### config.mk
export PLATFORM = sky130hd
export DESIGN_NAME = ueb_core
export DESIGN_NICKNAME = d
export VERILOG_FILES = /design/src/inc/ueb_pkg.sv /design/src/core/ueb_core.sv
export SDC_FILE = /design/constraint.sdc
export NUM_CORES = 1
export LEC_CHECK = 0
export BUFFER_PORTS_ARGS = -buffer_cell sky130_fd_sc_hd__clkbuf_2
export CAP_MARGIN = 40
export CORE_ASPECT_RATIO = 1.4
export CORE_MARGIN = 2
export CORE_UTILIZATION = 36
export CTS_CLUSTER_DIAMETER = 30
export DETAILED_ROUTE_END_ITERATION = 12
export PLACE_DENSITY_LB_ADDON = 0.12
export SYNTH_ARGS = -nofsm -noshare
export SYNTH_HDL_FRONTEND = slang
export SYNTH_SLANG_ARGS = --single-unit
### constraint.sdc
create_clock -name clk -period 3.9 [get_ports clk]
set_clock_uncertainty 0.15 [all_clocks]
set_input_delay 0.78 -clock clk [delete_from_list [all_inputs] [get_ports clk]]
set_output_delay 0.78 -clock clk [all_outputs]
set_load 0.1 [all_outputs]
### src/inc/ueb_pkg.sv
// ueb_pkg: register map, field positions, reset values and types for the
// usb device endpoint buffering block. assumes a 32-bit avalon-mm slave.
package ueb_pkg;
  localparam int UEB_NUM_EP  = 3;
  localparam int UEB_AW      = 8;
  localparam int UEB_MEM_AW  = 11;
  localparam int UEB_EP0_SIZE = 64;
  // register byte addresses
  localparam logic [7:0] UEB_OFF_MODE    = 8'h00;
  localparam logic [7:0] UEB_OFF_TXDBDIS = 8'h04;
  localparam logic [7:0] UEB_OFF_RXDBDIS = 8'h08;
  localparam logic [7:0] UEB_OFF_TX_BASE = 8'h20;
  localparam logic [7:0] UEB_OFF_RX_BASE = 8'h60;
  localparam logic [7:0] UEB_EP_STRIDE   = 8'h10;
  // per-endpoint word index within the stride
  localparam logic [1:0] UEB_W_CSR  = 2'h0;
  localparam logic [1:0] UEB_W_MAXP = 2'h1;
  localparam logic [1:0] UEB_W_FIFO = 2'h2;
  localparam logic [1:0] UEB_W_CNT  = 2'h3;
  // csr fields
  localparam int UEB_B_RDY    = 0;
  localparam int UEB_B_NEFULL = 1;
  localparam int UEB_B_AUTO   = 8;
  localparam int UEB_B_TYPE   = 12;
  // mode register fields
  localparam int UEB_B_HOST   = 0;
  localparam int UEB_B_SRST   = 1;
  localparam logic [2:0]  UEB_DBDIS_RST = 3'h7;
  localparam logic [10:0] UEB_MAXP_RST    = 11'h040;
  localparam logic [10:0] UEB_FIFO_SZ_RST = 11'(UEB_EP0_SIZE);
  localparam logic [10:0] UEB_FIFO_AD_RST = 11'h000;
  localparam logic [31:0] UEB_UNMAPPED  = 32'h0000_0000;
  typedef enum logic [1:0] {
    UEB_TY_CTRL = 2'b00,
    UEB_TY_ISO  = 2'b01,
    UEB_TY_BULK = 2'b10,
    UEB_TY_INTR = 2'b11
  } ueb_type_t;
  typedef enum logic [1:0] {
    UEB_HS_NONE  = 2'b00,
    UEB_HS_ACK   = 2'b01,
    UEB_HS_NAK   = 2'b11
  } ueb_hs_t;
endpackage

### src/core/ueb_core.sv
// ueb_core: packet-count bookkeeping for three tx and three rx endpoints
// plus the shared control endpoint 0, with an avalon-mm register slave.
// assumes a packet engine beside it that reports loads, sends and arrivals.
//
// Operation
// - controller is host or device, never both; role switchable at run time.
// - IN served by tx side, OUT by rx side of endpoint.
// - control IN/OUT endpoint plus three configurable IN and OUT endpoints.
// - endpoint 0 uses lowest 64 bytes as one shared buffer.
// - each configurable half has its own transfer type.
// - software programs buffer start and size per configurable endpoint.
// - two packets queued only if buffer holds twice max packet.
// - double buffering off means one packet only.
// - per-endpoint double-buffer disable bit resets set.
// - armed bit set by software, or auto on max-size load.
// - single buffer send clears armed and not-empty, raises event.
// - double buffer: first arm clears armed at once with event.
// - double buffer: each send clears armed with event.
// - not-empty after send tells whether one or two fit.
// - rx accepts no more than rx max size per packet.
// - single buffer arrival sets waiting and full, raises event.
// - software clears waiting after unload; that sends acknowledge.
// - auto-release clears waiting and full after max-size unload.
// - double buffer: first packet sets waiting only, second sets full.
// - double buffer: clearing waiting with full set clears full, then re-sets waiting.
// - not ready endpoint answers NAK, unless a release acknowledge goes out in the same cycle.
`timescale 1ns/1ps
module ueb_core
  import ueb_pkg::*;
#(
  parameter int NUM_EP = UEB_NUM_EP
) (
  // clock and reset
  input  wire logic                   clk,
  input  wire logic                   rst_b,
  // avalon-mm slave
  input  wire logic [UEB_AW-1:0]      avs_address,
  input  wire logic                   avs_read,
  input  wire logic                   avs_write,
  input  wire logic [31:0]            avs_writedata,
  input  wire logic [3:0]             avs_byteenable,
  output logic [31:0]                 avs_readdata,
  output logic                        avs_waitrequest,
  // packet engine: index 0 is endpoint 0, 1..3 configurable
  input  wire logic [NUM_EP:0]        tx_load_done,
  input  wire logic [NUM_EP:0]        tx_load_max,
  input  wire logic [NUM_EP:0]        tx_sent,
  input  wire logic [NUM_EP:0]        rx_arrive,
  input  wire logic [10:0]            rx_arrive_len,
  input  wire logic [NUM_EP:0]        rx_unload_max,
  input  wire logic [NUM_EP:0]        in_token,
  input  wire logic [NUM_EP:0]        out_token,
  // status toward the engine and software
  output logic [NUM_EP:0]             tx_event,
  output logic [NUM_EP:0]             rx_event,
  output logic [NUM_EP:0]             tx_send_ok,
  output logic [NUM_EP:0]             rx_accept_ok,
  output logic [1:0]                  handshake,
  output logic                        device_active,
  output logic                        host_active,
  output logic                        ctl_soft_reset
);
  // address decode and 2-bit endpoint selects serve exactly three configurable endpoints
  if (NUM_EP != UEB_NUM_EP) begin : g_bad_num_ep
    $error("ueb_core: NUM_EP must be 3");
  end

  localparam int N = NUM_EP + 1;  // ep0 plus the configurable ones

  logic [1:0] mode_q, mode_d;  // host bit, soft reset bit
  logic [NUM_EP:1] txdb_q, txdb_d, rxdb_q, rxdb_d;
  logic [N-1:0] txarm_q, txarm_d, txauto_q, txauto_d, rxwait_q, rxwait_d;
  logic [N-1:0] rxfull_q, rxfull_d, rxauto_q, rxauto_d, txev_d, rxev_d, ack_d;
  logic [1:0] txcnt_q [N], txcnt_d [N];
  logic [1:0] txty_q [N], txty_d [N], rxty_q [N], rxty_d [N];
  logic [10:0] txmax_q [N], txmax_d [N], rxmax_q [N], rxmax_d [N];
  logic [10:0] txadr_q [N], txadr_d [N], rxadr_q [N], rxadr_d [N];
  logic [10:0] txsz_q [N], txsz_d [N], rxsz_q [N], rxsz_d [N];
  logic [31:0] rdata_d;
  logic        wait_q, wait_d;
  logic [1:0]  hs_d;
  logic [N-1:0] txok_d, rxok_d;

  logic        acc;
  logic [1:0]  wsel;
  assign acc    = (avs_read || avs_write) && wait_q;
  assign wsel   = avs_address[3:2];
  logic in_tx_win, in_rx_win;
  assign in_tx_win = avs_address >= UEB_OFF_TX_BASE && avs_address < UEB_OFF_RX_BASE;
  assign in_rx_win = avs_address >= UEB_OFF_RX_BASE && avs_address < 8'hA0;
  logic [1:0] rx_sel;
  assign rx_sel = 2'(((avs_address - UEB_OFF_RX_BASE) >> 4));
  logic [1:0] tx_sel;
  assign tx_sel = 2'(((avs_address - UEB_OFF_TX_BASE) >> 4));

  // double mode allowed only when disable clear and buffer holds two packets
  function automatic logic dbl(input logic dis, input logic [10:0] sz, input logic [10:0] mx);
    dbl = !dis && ({1'b0, sz} >= {mx, 1'b0});
  endfunction

  always_comb begin
    mode_d   = mode_q;
    txdb_d   = txdb_q;
    rxdb_d   = rxdb_q;
    txarm_d  = txarm_q;
    txauto_d = txauto_q;
    rxwait_d = rxwait_q;
    rxfull_d = rxfull_q;
    rxauto_d = rxauto_q;
    txcnt_d  = txcnt_q;
    txty_d   = txty_q;
    rxty_d   = rxty_q;
    txmax_d  = txmax_q;
    rxmax_d  = rxmax_q;
    txadr_d  = txadr_q;
    rxadr_d  = rxadr_q;
    txsz_d   = txsz_q;
    rxsz_d   = rxsz_q;
    txev_d   = '0;
    rxev_d   = '0;
    ack_d    = '0;
    hs_d     = UEB_HS_NONE;
    rdata_d  = UEB_UNMAPPED;
    wait_d   = 1'b1;
    // software side: one-cycle waitrequest, then complete
    if (acc) begin
      wait_d = 1'b0;
      if (avs_address == UEB_OFF_MODE) begin
        rdata_d = {30'h0, mode_q[1], mode_q[0]};
        // role change accepted only while soft reset held
        if (avs_write && avs_byteenable[0]) begin
          mode_d[1] = avs_writedata[UEB_B_SRST];
          if (mode_q[1])
            mode_d[0] = avs_writedata[UEB_B_HOST];
        end
      end else if (avs_address == UEB_OFF_TXDBDIS) begin
        rdata_d = {28'h0, txdb_q, 1'b0};
        if (avs_write && avs_byteenable[0])
          txdb_d = avs_writedata[3:1];
      end else if (avs_address == UEB_OFF_RXDBDIS) begin
        rdata_d = {28'h0, rxdb_q, 1'b0};
        if (avs_write && avs_byteenable[0])
          rxdb_d = avs_writedata[3:1];
      end else if (in_tx_win) begin
        unique case (wsel)
          UEB_W_CSR: begin
            rdata_d = {18'h0, txty_q[tx_sel], 3'h0, txauto_q[tx_sel], 6'h0,
                       txcnt_q[tx_sel] != 2'h0, txarm_q[tx_sel]};
            if (avs_write) begin
              if (avs_writedata[UEB_B_RDY] && !txarm_q[tx_sel])
                txarm_d[tx_sel] = 1'b1;
              txauto_d[tx_sel] = avs_writedata[UEB_B_AUTO];
              if (tx_sel != 2'h0)
                txty_d[tx_sel] = avs_writedata[UEB_B_TYPE+:2];
            end
          end
          UEB_W_MAXP: begin
            rdata_d = {21'h0, txmax_q[tx_sel]};
            if (avs_write)
              txmax_d[tx_sel] = avs_writedata[10:0];
          end
          UEB_W_FIFO: begin
            rdata_d = {5'h0, txsz_q[tx_sel], 5'h0, txadr_q[tx_sel]};
            if (avs_write && tx_sel != 2'h0) begin
              txadr_d[tx_sel] = avs_writedata[10:0];
              txsz_d[tx_sel]  = avs_writedata[26:16];
            end
          end
          UEB_W_CNT: rdata_d = {30'h0, txcnt_q[tx_sel]};
        endcase
      end else if (in_rx_win) begin
        unique case (wsel)
          UEB_W_CSR: begin
            rdata_d = {18'h0, rxty_q[rx_sel], 3'h0, rxauto_q[rx_sel], 6'h0,
                       rxfull_q[rx_sel], rxwait_q[rx_sel]};
            if (avs_write) begin
              rxauto_d[rx_sel] = avs_writedata[UEB_B_AUTO];
              if (rx_sel != 2'h0)
                rxty_d[rx_sel] = avs_writedata[UEB_B_TYPE+:2];
            end
          end
          UEB_W_MAXP: begin
            rdata_d = {21'h0, rxmax_q[rx_sel]};
            if (avs_write)
              rxmax_d[rx_sel] = avs_writedata[10:0];
          end
          UEB_W_FIFO: begin
            rdata_d = {5'h0, rxsz_q[rx_sel], 5'h0, rxadr_q[rx_sel]};
            if (avs_write && rx_sel != 2'h0) begin
              rxadr_d[rx_sel] = avs_writedata[10:0];
              rxsz_d[rx_sel]  = avs_writedata[26:16];
            end
          end
          UEB_W_CNT: rdata_d = 32'h0000_0000;
        endcase
      end
    end
    // endpoint bookkeeping; counting, sends and arrivals only while the host bit is clear
    for (int e = 0; e < N; e++) begin
      logic txd, rxd, swclr;
      txd   = (e == 0) ? 1'b0 : dbl(txdb_q[e == 0 ? 1 : e], txsz_q[e], txmax_q[e]);
      rxd   = (e == 0) ? 1'b0 : dbl(rxdb_q[e == 0 ? 1 : e], rxsz_q[e], rxmax_q[e]);
      swclr = acc && avs_write && in_rx_win && wsel == UEB_W_CSR && rx_sel == 2'(e)
              && !avs_writedata[UEB_B_RDY] && rxwait_q[e];
      if (tx_load_done[e] && txauto_q[e] && tx_load_max[e])
        txarm_d[e] = 1'b1;
      if (txarm_d[e] && !txarm_q[e] && !mode_q[0]) begin
        txcnt_d[e] = txcnt_q[e] + 2'h1;
        if (txd && txcnt_q[e] == 2'h0) begin
          txarm_d[e] = 1'b0;
          txev_d[e]  = 1'b1;
        end
      end
      if (tx_sent[e] && txcnt_d[e] != 2'h0 && !mode_q[0]) begin
        txcnt_d[e] = txcnt_d[e] - 2'h1;
        txarm_d[e] = 1'b0;
        txev_d[e]  = 1'b1;
      end
      // auto-release or software clear; second packet re-arms waiting
      if ((rxwait_q[e] && rxauto_q[e] && rx_unload_max[e]) || swclr) begin
        ack_d[e] = 1'b1;
        if (rxfull_q[e] && rxd) begin
          rxfull_d[e] = 1'b0;
          rxwait_d[e] = 1'b1;
        end else begin
          rxwait_d[e] = 1'b0;
          rxfull_d[e] = 1'b0;
        end
      end
      if (rx_arrive[e] && !mode_q[0] && rx_arrive_len <= rxmax_q[e]) begin
        // post-release state, so an arrival in the release cycle is kept
        if (!rxwait_d[e]) begin
          rxwait_d[e] = 1'b1;
          rxfull_d[e] = !rxd;
          rxev_d[e]   = 1'b1;
        end else if (rxd && !rxfull_d[e]) begin
          rxfull_d[e] = 1'b1;
          rxev_d[e]   = 1'b1;
        end
      end
    end
    // handshake for the token being served
    for (int e = 0; e < N; e++) begin
      if (in_token[e])
        hs_d = (txcnt_q[e] != 2'h0) ? UEB_HS_NONE : UEB_HS_NAK;
      if (out_token[e])
        hs_d = (rxok_d[e]) ? UEB_HS_ACK : UEB_HS_NAK;
    end
    if (|ack_d)
      hs_d = UEB_HS_ACK;
    // soft reset flushes count, armed, waiting and full of every endpoint
    if (mode_q[1]) begin
      txcnt_d  = '{default: 2'h0};
      txarm_d  = '0;
      rxwait_d = '0;
      rxfull_d = '0;
    end
  end

  always_comb begin
    for (int e = 0; e < N; e++) begin
      txok_d[e] = !mode_q[0] && txcnt_q[e] != 2'h0;
      rxok_d[e] = !mode_q[0] && (!rxwait_q[e] || (e != 0 && !rxfull_q[e] &&
                  dbl(rxdb_q[e == 0 ? 1 : e], rxsz_q[e], rxmax_q[e])));
    end
  end

  always_ff @(posedge clk) begin
    if (!rst_b) begin
      mode_q   <= 2'h0;
      txdb_q   <= UEB_DBDIS_RST;
      rxdb_q   <= UEB_DBDIS_RST;
      txarm_q  <= '0;
      txauto_q <= '0;
      rxwait_q <= '0;
      rxfull_q <= '0;
      rxauto_q <= '0;
      txcnt_q  <= '{default: 2'h0};
      txty_q   <= '{default: 2'h0};
      rxty_q   <= '{default: 2'h0};
      txmax_q  <= '{default: UEB_MAXP_RST};
      rxmax_q  <= '{default: UEB_MAXP_RST};
      txadr_q  <= '{default: UEB_FIFO_AD_RST};
      rxadr_q  <= '{default: UEB_FIFO_AD_RST};
      txsz_q   <= '{default: UEB_FIFO_SZ_RST};
      rxsz_q   <= '{default: UEB_FIFO_SZ_RST};
      wait_q   <= 1'b1;
      avs_readdata <= 32'h0000_0000;
      tx_event <= '0;
      rx_event <= '0;
      tx_send_ok <= '0;
      rx_accept_ok <= '0;
      handshake <= UEB_HS_NONE;
      device_active <= 1'b0;
      host_active <= 1'b0;
      ctl_soft_reset <= 1'b0;
    end else begin
      mode_q   <= mode_d;
      txdb_q   <= txdb_d;
      rxdb_q   <= rxdb_d;
      txarm_q  <= txarm_d;
      txauto_q <= txauto_d;
      rxwait_q <= rxwait_d;
      rxfull_q <= rxfull_d;
      rxauto_q <= rxauto_d;
      txcnt_q  <= txcnt_d;
      txty_q   <= txty_d;
      rxty_q   <= rxty_d;
      txmax_q  <= txmax_d;
      rxmax_q  <= rxmax_d;
      txadr_q  <= txadr_d;
      rxadr_q  <= rxadr_d;
      txsz_q   <= txsz_d;
      rxsz_q   <= rxsz_d;
      wait_q   <= wait_d;
      avs_readdata <= rdata_d;
      tx_event <= txev_d;
      rx_event <= rxev_d;
      tx_send_ok <= txok_d;
      rx_accept_ok <= rxok_d;
      handshake <= hs_d;
      device_active <= !mode_d[0] && !mode_d[1];
      host_active <= mode_d[0] && !mode_d[1];
      ctl_soft_reset <= mode_d[1];
    end
  end
  assign avs_waitrequest = wait_q;
endmodule

==> flow_summary.toml, run 1 <==
[floorplan]
ios = 141
fp-row-count = 96
die_h_um = 267
start_util = 0.364
coreArea_um2 = 48900
die_area_um2 = 51200
dieWidth_um = 192

[cts]
clk_pin_slew_ns = 0.05
cts_sinks = 361
clock_latency_ns = 0.60
cts_setup_buffers = 0
cts_buffers = 74
cts_tree = "yes"
clockRootBuffer = "clkbuf_16"
post_cts_resized = 0
holdBufCountCts = 0
cts_max_level = 3
clockBufferDepth = 3

[logic_synthesis]
synth_area_per_cell_um2 = 8.65
synth_compound_area_frac = 0.153
synth_simple_gate_area_frac = 0.186
synth_most_common_cell = "nand2_1"
synth-xor-area-share = 0.00443
synth_area_leaders = "dfxtp_1 (41%), nand2_1 (10%), mux4_2 (9.6%)"
ys_async_sr_fraction = 0
syn-instance-count = 2056
yosys_warnings = 0
synth_top_area_cell = "dfxtp_1"
synth_cell_types = 73
synth_top_family_by_area = "simple AND/OR/NAND/NOR gates"
ys_seq_elements = 361
yosys-top-cells-count = "nand2_1 (484), dfxtp_1 (361), a21oi_1 (246)"
yosys.area_share.adder = 0.0788
ys.flop_type = "dfxtp_1"
yosysSeqAreaShare = 0.407
muxShareOfSynthArea = 0.116
synth.top_cell.area_share = 0.407
netlist_area_um2 = 17800
synth_edf_count = 0

[place]
io_buffers = 121
place_ws_ns = 0.165
gp_congestion = 0.885
dpl.hpwl_mm = 46.0

[timing]
finalSetupViolations = 0
slew_viol_final = 0
fmax_mhz = 317
fin_ws_ns = 0.741
tns_ns = 0
post-route-period-util = 0.810
worst_pin_slew_ns = 1.28
hold_violations = 0
max-slew-margin-rel = 0.149
rsz0062_at_grt = "no"
layout_min_cycle_time_ns = 3.16

[power]
power.density_nw_per_um2 = 527
vdd_drop_max_uv = 416
power_leakage_nw = 8.12

[routing]
via_per_inst = 5.39
initialDrtViolationCount = 953
wl_per_cell_um = 23.1
vias = 15400
top_layer_used = "met4"
met1_length_mm = 26.0
drt_wl_total_mm = 66.2
ant_nets = 0
route.met3.wl_mm = 2.96
drtPass1Iterations = 5
drc = 0
detailroute.wirelength.met2_mm = 34.0

[grt]
grt_pass1_vias = 15400
gr-usage-all-layers = 0.259
grt_overflow_total = 0
grt_pass1_wl_mm = 97.2
grt_max_degree = 233
antenna_found_initial = 0

[worst_setup_path]
reg2regPathDepth = 9
crit_required_ns = 4.28
critPathMaxFanout = 4
cp-end-kind = "flop"
cp_data_arrival_time_ns = 3.54
ff2ff_setup_slack_ns = 0.74
cp-start-kind = "flop"
path_class = "reg2reg"

[worst_hold_path]
holdCritPathClass = "in2reg"
min_path_cells = 3

[layout]
layout-drive-gt1-share = 0.183
antenna_cells = 0
syn2layout_area_growth_pct = 22.7
fin_nets = 2373

[outcome]
status = "finished clean"

[run]
drv_cap = 0
-- power breakdown --
| group | total [mW] | internal, mW | switching, mW |
|---|---|---|---|
| Sequential | 3.80 | 3.75 | 0.0422 |
| Clock | 6.75 | 4.61 | 2.14 |
| Combinational | 0.942 | 0.267 | 0.675 |
-- final cells by class --
type	instances	area, um2
clock buffer	88	2010
clock inverter	45	653
fill	4726	27100
inverter	99	377
multi-input combinational	1459	9640
sequential	361	7230
tap	637	797
timing repair buffer	179	1110
-- final timing paths --
path / endpoint / start
setup / recovery: tx_event[2] / txarm_q[3]
hold / removal: tx_event[0] / tx_sent[0]
setup reg to reg: tx_event[2] / txarm_q[3]
hold reg to reg: txsz_q[39] / txsz_q[39]
-- per-stage QoR --
| stage | util | power (mW) | instances | hold slack (ns) | instance area [um2] |
|---|---|---|---|---|---|
| finish | 0.446 | 11.5 | 2868 | 0.282 | 21800 |
| global route | 0.446 | 11.8 | 2868 | 0.297 | 21800 |
| CTS | 0.446 | 11.6 | 2868 | 0.256 | 21800 |
| detailed placement | 0.392 | 4.80 | 2735 | 0.278 | 19100 |
| global placement | 0.391 | 4.80 | 2731 | 0.271 | 19100 |
| floorplan | - | 4.49 | 2063 | 0.256 | 17800 |
-- cells in the final DEF (no fill, tap or decap), types with 6 or more instances in the layout --
| master | instances |
|---|---|
| nor2b_1 | 12 |
| dfxtp_1 | 361 |
| inv_1 | 98 |
| nand2b_1 | 22 |
| nand3_1 | 30 |
| a21o_1 | 8 |
| clkbuf_8 | 6 |
| clkinv_2 | 10 |
| o22ai_1 | 6 |
| bufinv_16 | 14 |
| and2_1 | 52 |
| nor2_1 | 106 |
| a31oi_1 | 8 |
| clkbuf_1 | 6 |
| conb_1 | 8 |
| a211oi_1 | 17 |
| clkinvlp_4 | 7 |
| mux2i_1 | 30 |
| inv_6 | 7 |
| mux4_2 | 76 |
| clkinv_4 | 7 |
| a21oi_1 | 246 |
| nand2_1 | 484 |
| clkbuf_2 | 119 |
| xnor2_1 | 6 |
| o21a_1 | 15 |
| o211ai_1 | 14 |
| ha_1 | 112 |
| o22a_1 | 8 |
| a22oi_1 | 32 |
| nand4_1 | 9 |
| buf_4 | 53 |
| or3_1 | 6 |
| clkbuf_16 | 76 |
| nor3_1 | 13 |
| o21ai_0 | 43 |
-- logic make-up after synthesis --
family,Yosys count
simple gates,769
compound gates,451
flops,361
buf+inv,243
fa+ha+maj,112
mux,110
xor+xnor,9
other cells,1
-- layer usage --
layer,up-vias,GRT usage
met5,-,0
met4,0,0.135
met3,151,0.0341
met2,515,0.463
met1,7412,0.298
li1,7369,-
-- flip-flops by register name, summed over array words and instances (netlist names), 8 cells and up --
signal,cells
avs_readdata,24
rxadr_q,44
rxmax_q,44
rxsz_q,44
rxty_q,8
txadr_q,44
txcnt_q,8
txmax_q,44
txsz_q,44
txty_q,8
-- critical path, stage by stage (launching register included) --
cell and delay [ns]:
dfxtp_1 0.36, mux4_2 0.50, a311oi_2 0.38, a41o_1 0.26, nor3b_2 0.30, xnor2_1 0.15
ha_1 0.22, nor3b_1 0.44, o21bai_1 0.20, and2_1 0.14
Note: power is estimated with default switching activity, not from simulation.
==> inputs of run 2 (changes only) <==
Clock period 3.9 ns to 2.5 ns, I/O delays scaled along.
==> flow_summary.toml, run 2 (synthesis results as in run 1) <==
[outcome]
violations = "negative setup slack"
status = "finished with violations"

[floorplan]
start_util = 0.364
ios = 141
fp-row-count = 96
die_area_um2 = 51200
coreArea_um2 = 48900
die_h_um = 267
dieWidth_um = 192

[timing]
fin_ws_ns = -0.393
post-route-period-util = 1.16
fmax_mhz = 346
worst_pin_slew_ns = 0.645
max-slew-margin-rel = 0.566
rsz0062_at_grt = "yes"
finalSetupViolations = 16
slew_viol_final = 0
hold_violations = 0
tns_ns = -4.55
layout_min_cycle_time_ns = 2.89

[cts]
cts_buffers = 76
cts_sinks = 361
clk_pin_slew_ns = 0.05
clockRootBuffer = "clkbuf_16"
cts_tree = "yes"
cts_max_level = 3
clockBufferDepth = 3
clock_latency_ns = 0.61

[worst_setup_path]
cp-end-kind = "flop"
slowest_stage = "mux4_2"
path_class = "reg2reg"
crit_required_ns = 2.85
crit_top_cell = "buf_4"
cp-start-kind = "flop"
cp_data_arrival_time_ns = 3.24
crit_buf_inv = 2
slowest_delay_ns = 0.51
path_delay_family = "multiplexers"
critPathMaxFanout = 4
path_cells = "mux4_2, a311oi_4, buf_4, nand4_1, a211o_1, mux2i_2, ha_2, nor2_2, nand2_2, buf_4, xnor2_2, nor2_1"

[place]
place_ws_ns = -0.820
gp_congestion = 0.898
dpl.hpwl_mm = 50.1
io_buffers = 121
dpl_cell_area_um2 = 20300

[grt]
grtUsageMet1 = 0.305
grt_overflow_total = 0
antenna_found_initial = 0
grt_pass1_wl_mm = 101
gr-usage-met2 = 0.478
grt_max_degree = 88
grt_pass1_vias = 15900
gr-usage-all-layers = 0.267
top_usage_layer = "met2"
gr-usage-met3 = 0.0405

[power]
p_int_mw = 13.5
switching_power_mw = 4.77
vdd_drop_max_uv = 590
power.density_nw_per_um2 = 781
power_leakage_nw = 8.94
clkPwrFrac = 0.579
finalPower_mw = 18.3
pwr-share-seq = 0.324
sw_frac_of_total = 0.261
p_comb_frac = 0.098

[routing]
initialDrtViolationCount = 1127
drt_wl_total_mm = 68.5
drtPass1Iterations = 6
ant_nets = 0
wl_per_cell_um = 22.8
drc = 0
via_per_inst = 5.34
vias = 16100

[layout]
final_cell_mix = "nand2_1 (482), dfxtp_1 (356), a21oi_1 (243), buf_4 (168), clkbuf_2 (119)"
layout-drive-gt1-share = 0.252
final_common_cell = "nand2_1"
syn2layout_area_growth_pct = 31.8
fin_nets = 2511
antenna_cells = 0
design_area_um2 = 23400

[worst_hold_path]
holdCritPathClass = "in2reg"

[run]
drv_cap = 0
==> run 2: cell count changes in the layout (fill, tap and decap cells not counted), sizes merged, moves of 2 or more <==
cell / delta
clkinvlp: +8
clkbuf: +3
clkinv: -2
bufinv: -3
dlygate4sd3: +2
buf: +134
==> run 2: routing by layer <==
layer	routed length (um)	part of all wire
met4	3390	0.049
met1	26900	0.39
met2	35200	0.51
met3	3140	0.046
met5	0	0
==> run 2: path summary, 6_finish.rpt <==
check	startpoint	endpoint	slack (ns)	cells after the start
max	txarm_q[1]	txcnt_q[4]	-0.39	12
min	out_token[3]	handshake[0]	0.04	3
max reg2reg	txarm_q[1]	txcnt_q[4]	-0.39	12
min reg2reg	rxsz_q[39]	rxsz_q[39]	0.29	1
==> run 2: worst reg2reg max path, stage by stage, from the launching register on <==
cell and delay (ns):
dfxtp_2 0.33, mux4_2 0.51, a311oi_4 0.26, buf_4 0.18
nand4_1 0.10, a211o_1 0.37, mux2i_2 0.19, ha_2 0.20
nor2_2 0.09, nand2_2 0.08, buf_4 0.15, xnor2_2 0.12
nor2_1 0.06
==> run 2: area by class of cell <==
cell class | count | area [um2]
Clock buffer | 91 | 2040
Inverter | 99 | 377
Fill cell | 4662 | 25500
Timing Repair Buffer | 315 | 2360
Multi-Input combinational cell | 1459 | 9930
Clock inverter | 47 | 694
Tap cell | 637 | 797
Sequential cell | 361 | 7240
==> run 2: power by group through the flow <==
| stage | sequential [mW] | combinational [mW] | clock, mW |
|---|---|---|---|
| 3_5_place_dp | 6.03 | 1.67 | 0 |
| 3_3_place_gp | 6.03 | 1.66 | 0 |
| 5_1_grt | 5.92 | 1.90 | 11.1 |
| 2_1_floorplan | 6.26 | 0.780 | 0 |
| 4_1_cts | 5.92 | 1.72 | 10.7 |
| 6_report | 5.92 | 1.79 | 10.6 |
==> run 2: metrics by stage <==
| step | instances | hold WS, ns | util |
|---|---|---|---|
| floorplan | 2063 | 0.256 | - |
| global placement | 2855 | 0.275 | 0.415 |
| detailed placement | 2858 | 0.275 | 0.416 |
| CTS | 3001 | 0.0159 | 0.475 |
| global route | 3009 | 0.0414 | 0.479 |
| finish | 3009 | 0.0397 | 0.479 |
==> run 2: what timing repair did <==
action | 4_1_cts | 5_1_grt
cloned | 0 | 0
resized for setup | 25 | 40
endpoints found under the hold margin | 2 | 0
setup buffers | 3 | 8
setup endpoints to repair | 22 | 38
hold buffers | 2 | 0
pin swaps | 23 | 13
==> inputs of run 3 (changes only) <==
Settings changed: CORE_UTILIZATION 36 to 55, GPL_TIMING_DRIVEN set to 0.
==> flow_summary.toml, run 3 (synthesis results as in run 1) <==
[layout]
layout-drive-gt1-share = 0.207
final_cell_mix = "nand2_1 (481), dfxtp_1 (357), a21oi_1 (244), clkbuf_2 (145), ha_1 (107)"
final_common_cell = "nand2_1"
fin_util = 0.694
fin_nets = 2486
syn2layout_area_growth_pct = 23.7

[cts]
cts_buffers = 66
clockRootBuffer = "clkbuf_16"
cts_sinks = 361
clk_pin_slew_ns = 0.05
clock_latency_ns = 0.58
cts_max_level = 3
cts_tree = "yes"
clockBufferDepth = 3

[grt]
grt_pass1_wl_mm = 102
grt_pass1_vias = 16400
antenna_found_initial = 1
grtUsageMet1 = 0.472
gr-usage-all-layers = 0.414
gr-usage-met3 = 0.0724
grt_max_degree = 17
grt_overflow_total = 0
gr-usage-met2 = 0.670
top_usage_layer = "met2"

[place]
io_buffers = 116
gp_congestion = 1.01
dpl.hpwl_mm = 52.6

[timing]
layout_min_cycle_time_ns = 3.19
slew_viol_final = 0
worst_pin_slew_ns = 1.11
finalSetupViolations = 17
max-slew-margin-rel = 0.258
rsz0062_at_grt = "yes"
tns_ns = -8.46
post-route-period-util = 1.27
hold_violations = 0
fmax_mhz = 314
fin_ws_ns = -0.686

[routing]
ant_nets = 0
vias = 17100
drtPass1Iterations = 6
via_per_inst = 6.25
wl_per_cell_um = 26.1
drc = 0
initialDrtViolationCount = 1712
drt_wl_total_mm = 71.4

[outcome]
violations = "negative setup slack"
status = "finished with violations"

[worst_setup_path]
critPathMaxFanout = 4
crit_start = "txarm_q[1]"
r2r-end = "tx_event[3]"
crit_required_ns = 2.85
ff2ff_setup_slack_ns = -0.69
r2r_start = "txarm_q[1]"
cp-start-kind = "flop"
cp_data_arrival_time_ns = 3.54
cp-end-kind = "flop"
reg2regPathDepth = 8
worstSetupEndpoint = "tx_event[3]"
path_class = "reg2reg"

[run]
drv_cap = 0

[floorplan]
dieWidth_um = 156
die_area_um2 = 33800
start_util = 0.561
coreArea_um2 = 31700
die_h_um = 217
ios = 141
fp-row-count = 77

[power]
power.density_nw_per_um2 = 756
power_leakage_nw = 8.28
vdd_drop_max_uv = 664

[worst_hold_path]
holdCritPathClass = "in2reg"
==> run 3: repair_timing <==
action | in CTS | in global routing
hold endpoints to repair | 1 | 0
hold buffers | 1 | 0
setup buffers | 27 | 10
setup endpoints to repair | 175 | 183
pin swaps | 19 | 10
resized for setup | 59 | 64
==> run 3: worst min path at each step <==
| stage | from | slack, ns | cells past startpoint | endpoint |
|---|---|---|---|---|
| 6_report | rx_arrive[1] | 0.03 | 3 | rx_event[1] |
| 5_1_grt | rx_arrive[1] | 0.05 | 3 | rx_event[1] |
| 4_1_cts | rx_arrive[1] | 0.02 | 3 | rx_event[1] |
| 3_5_place_dp | rxsz_q[39] | 0.28 | 1 | rxsz_q[39] |
| 3_3_place_gp | rxsz_q[39] | 0.27 | 1 | rxsz_q[39] |
| 2_1_floorplan | rxsz_q[39] | 0.26 | 1 | rxsz_q[39] |
==> run 3: worst max-delay path, cell delays in order, from the launching register on <==
cell and delay, ns:
dfxtp_2 0.33, mux4_2 0.52, a311oi_4 0.36, a32oi_2 0.16, or3_4 0.43, buf_6 0.15
or4b_4 0.56, a21oi_4 0.28, o21a_1 0.18
==> run 3: final cells by class <==
type,count,area [um2]
plain buffers,140,726
clock inverters,33,353
fillers,2614,9710
repair buffers,160,956
inverters,99,372
flip-flops and latches,361,7240
clock buffers,83,1820
well taps,395,494
multi-input cells,1459,10000
diodes,1,2.50
==> run 3: metal layers <==
metal | wire [um] | share of wire | vias up
li1 | - | - | 7597
met5 | 0 | 0 | -
met2 | 33000 | 0.46 | 1070
met1 | 25300 | 0.35 | 8060
met3 | 6010 | 0.084 | 330
met4 | 7130 | 0.10 | 0
==> run 3: report_power, final <==
part / switching, mW / leakage [nW] / total [mW] / internal, mW
clock: 3.12 / 1.05 / 8.80 / 5.68
combinational: 1.29 / 4.31 / 1.89 / 0.598
sequential: 0.0732 / 2.92 / 5.92 / 5.85
==> run 3: per-stage QoR <==
step	setup WS [ns]	std cells	cell area [um2]	power, mW	hold slack [ns]
floorplan	-0.618	2063	18000	7.04	0.256
global placement	-1.68	2574	19000	7.56	0.267
detailed placement	-1.44	2580	19100	7.60	0.275
CTS	-0.474	2722	21700	16.4	0.0231
global route	-0.670	2730	22000	17.0	0.0525
finish	-0.686	2731	22000	16.6	0.0281
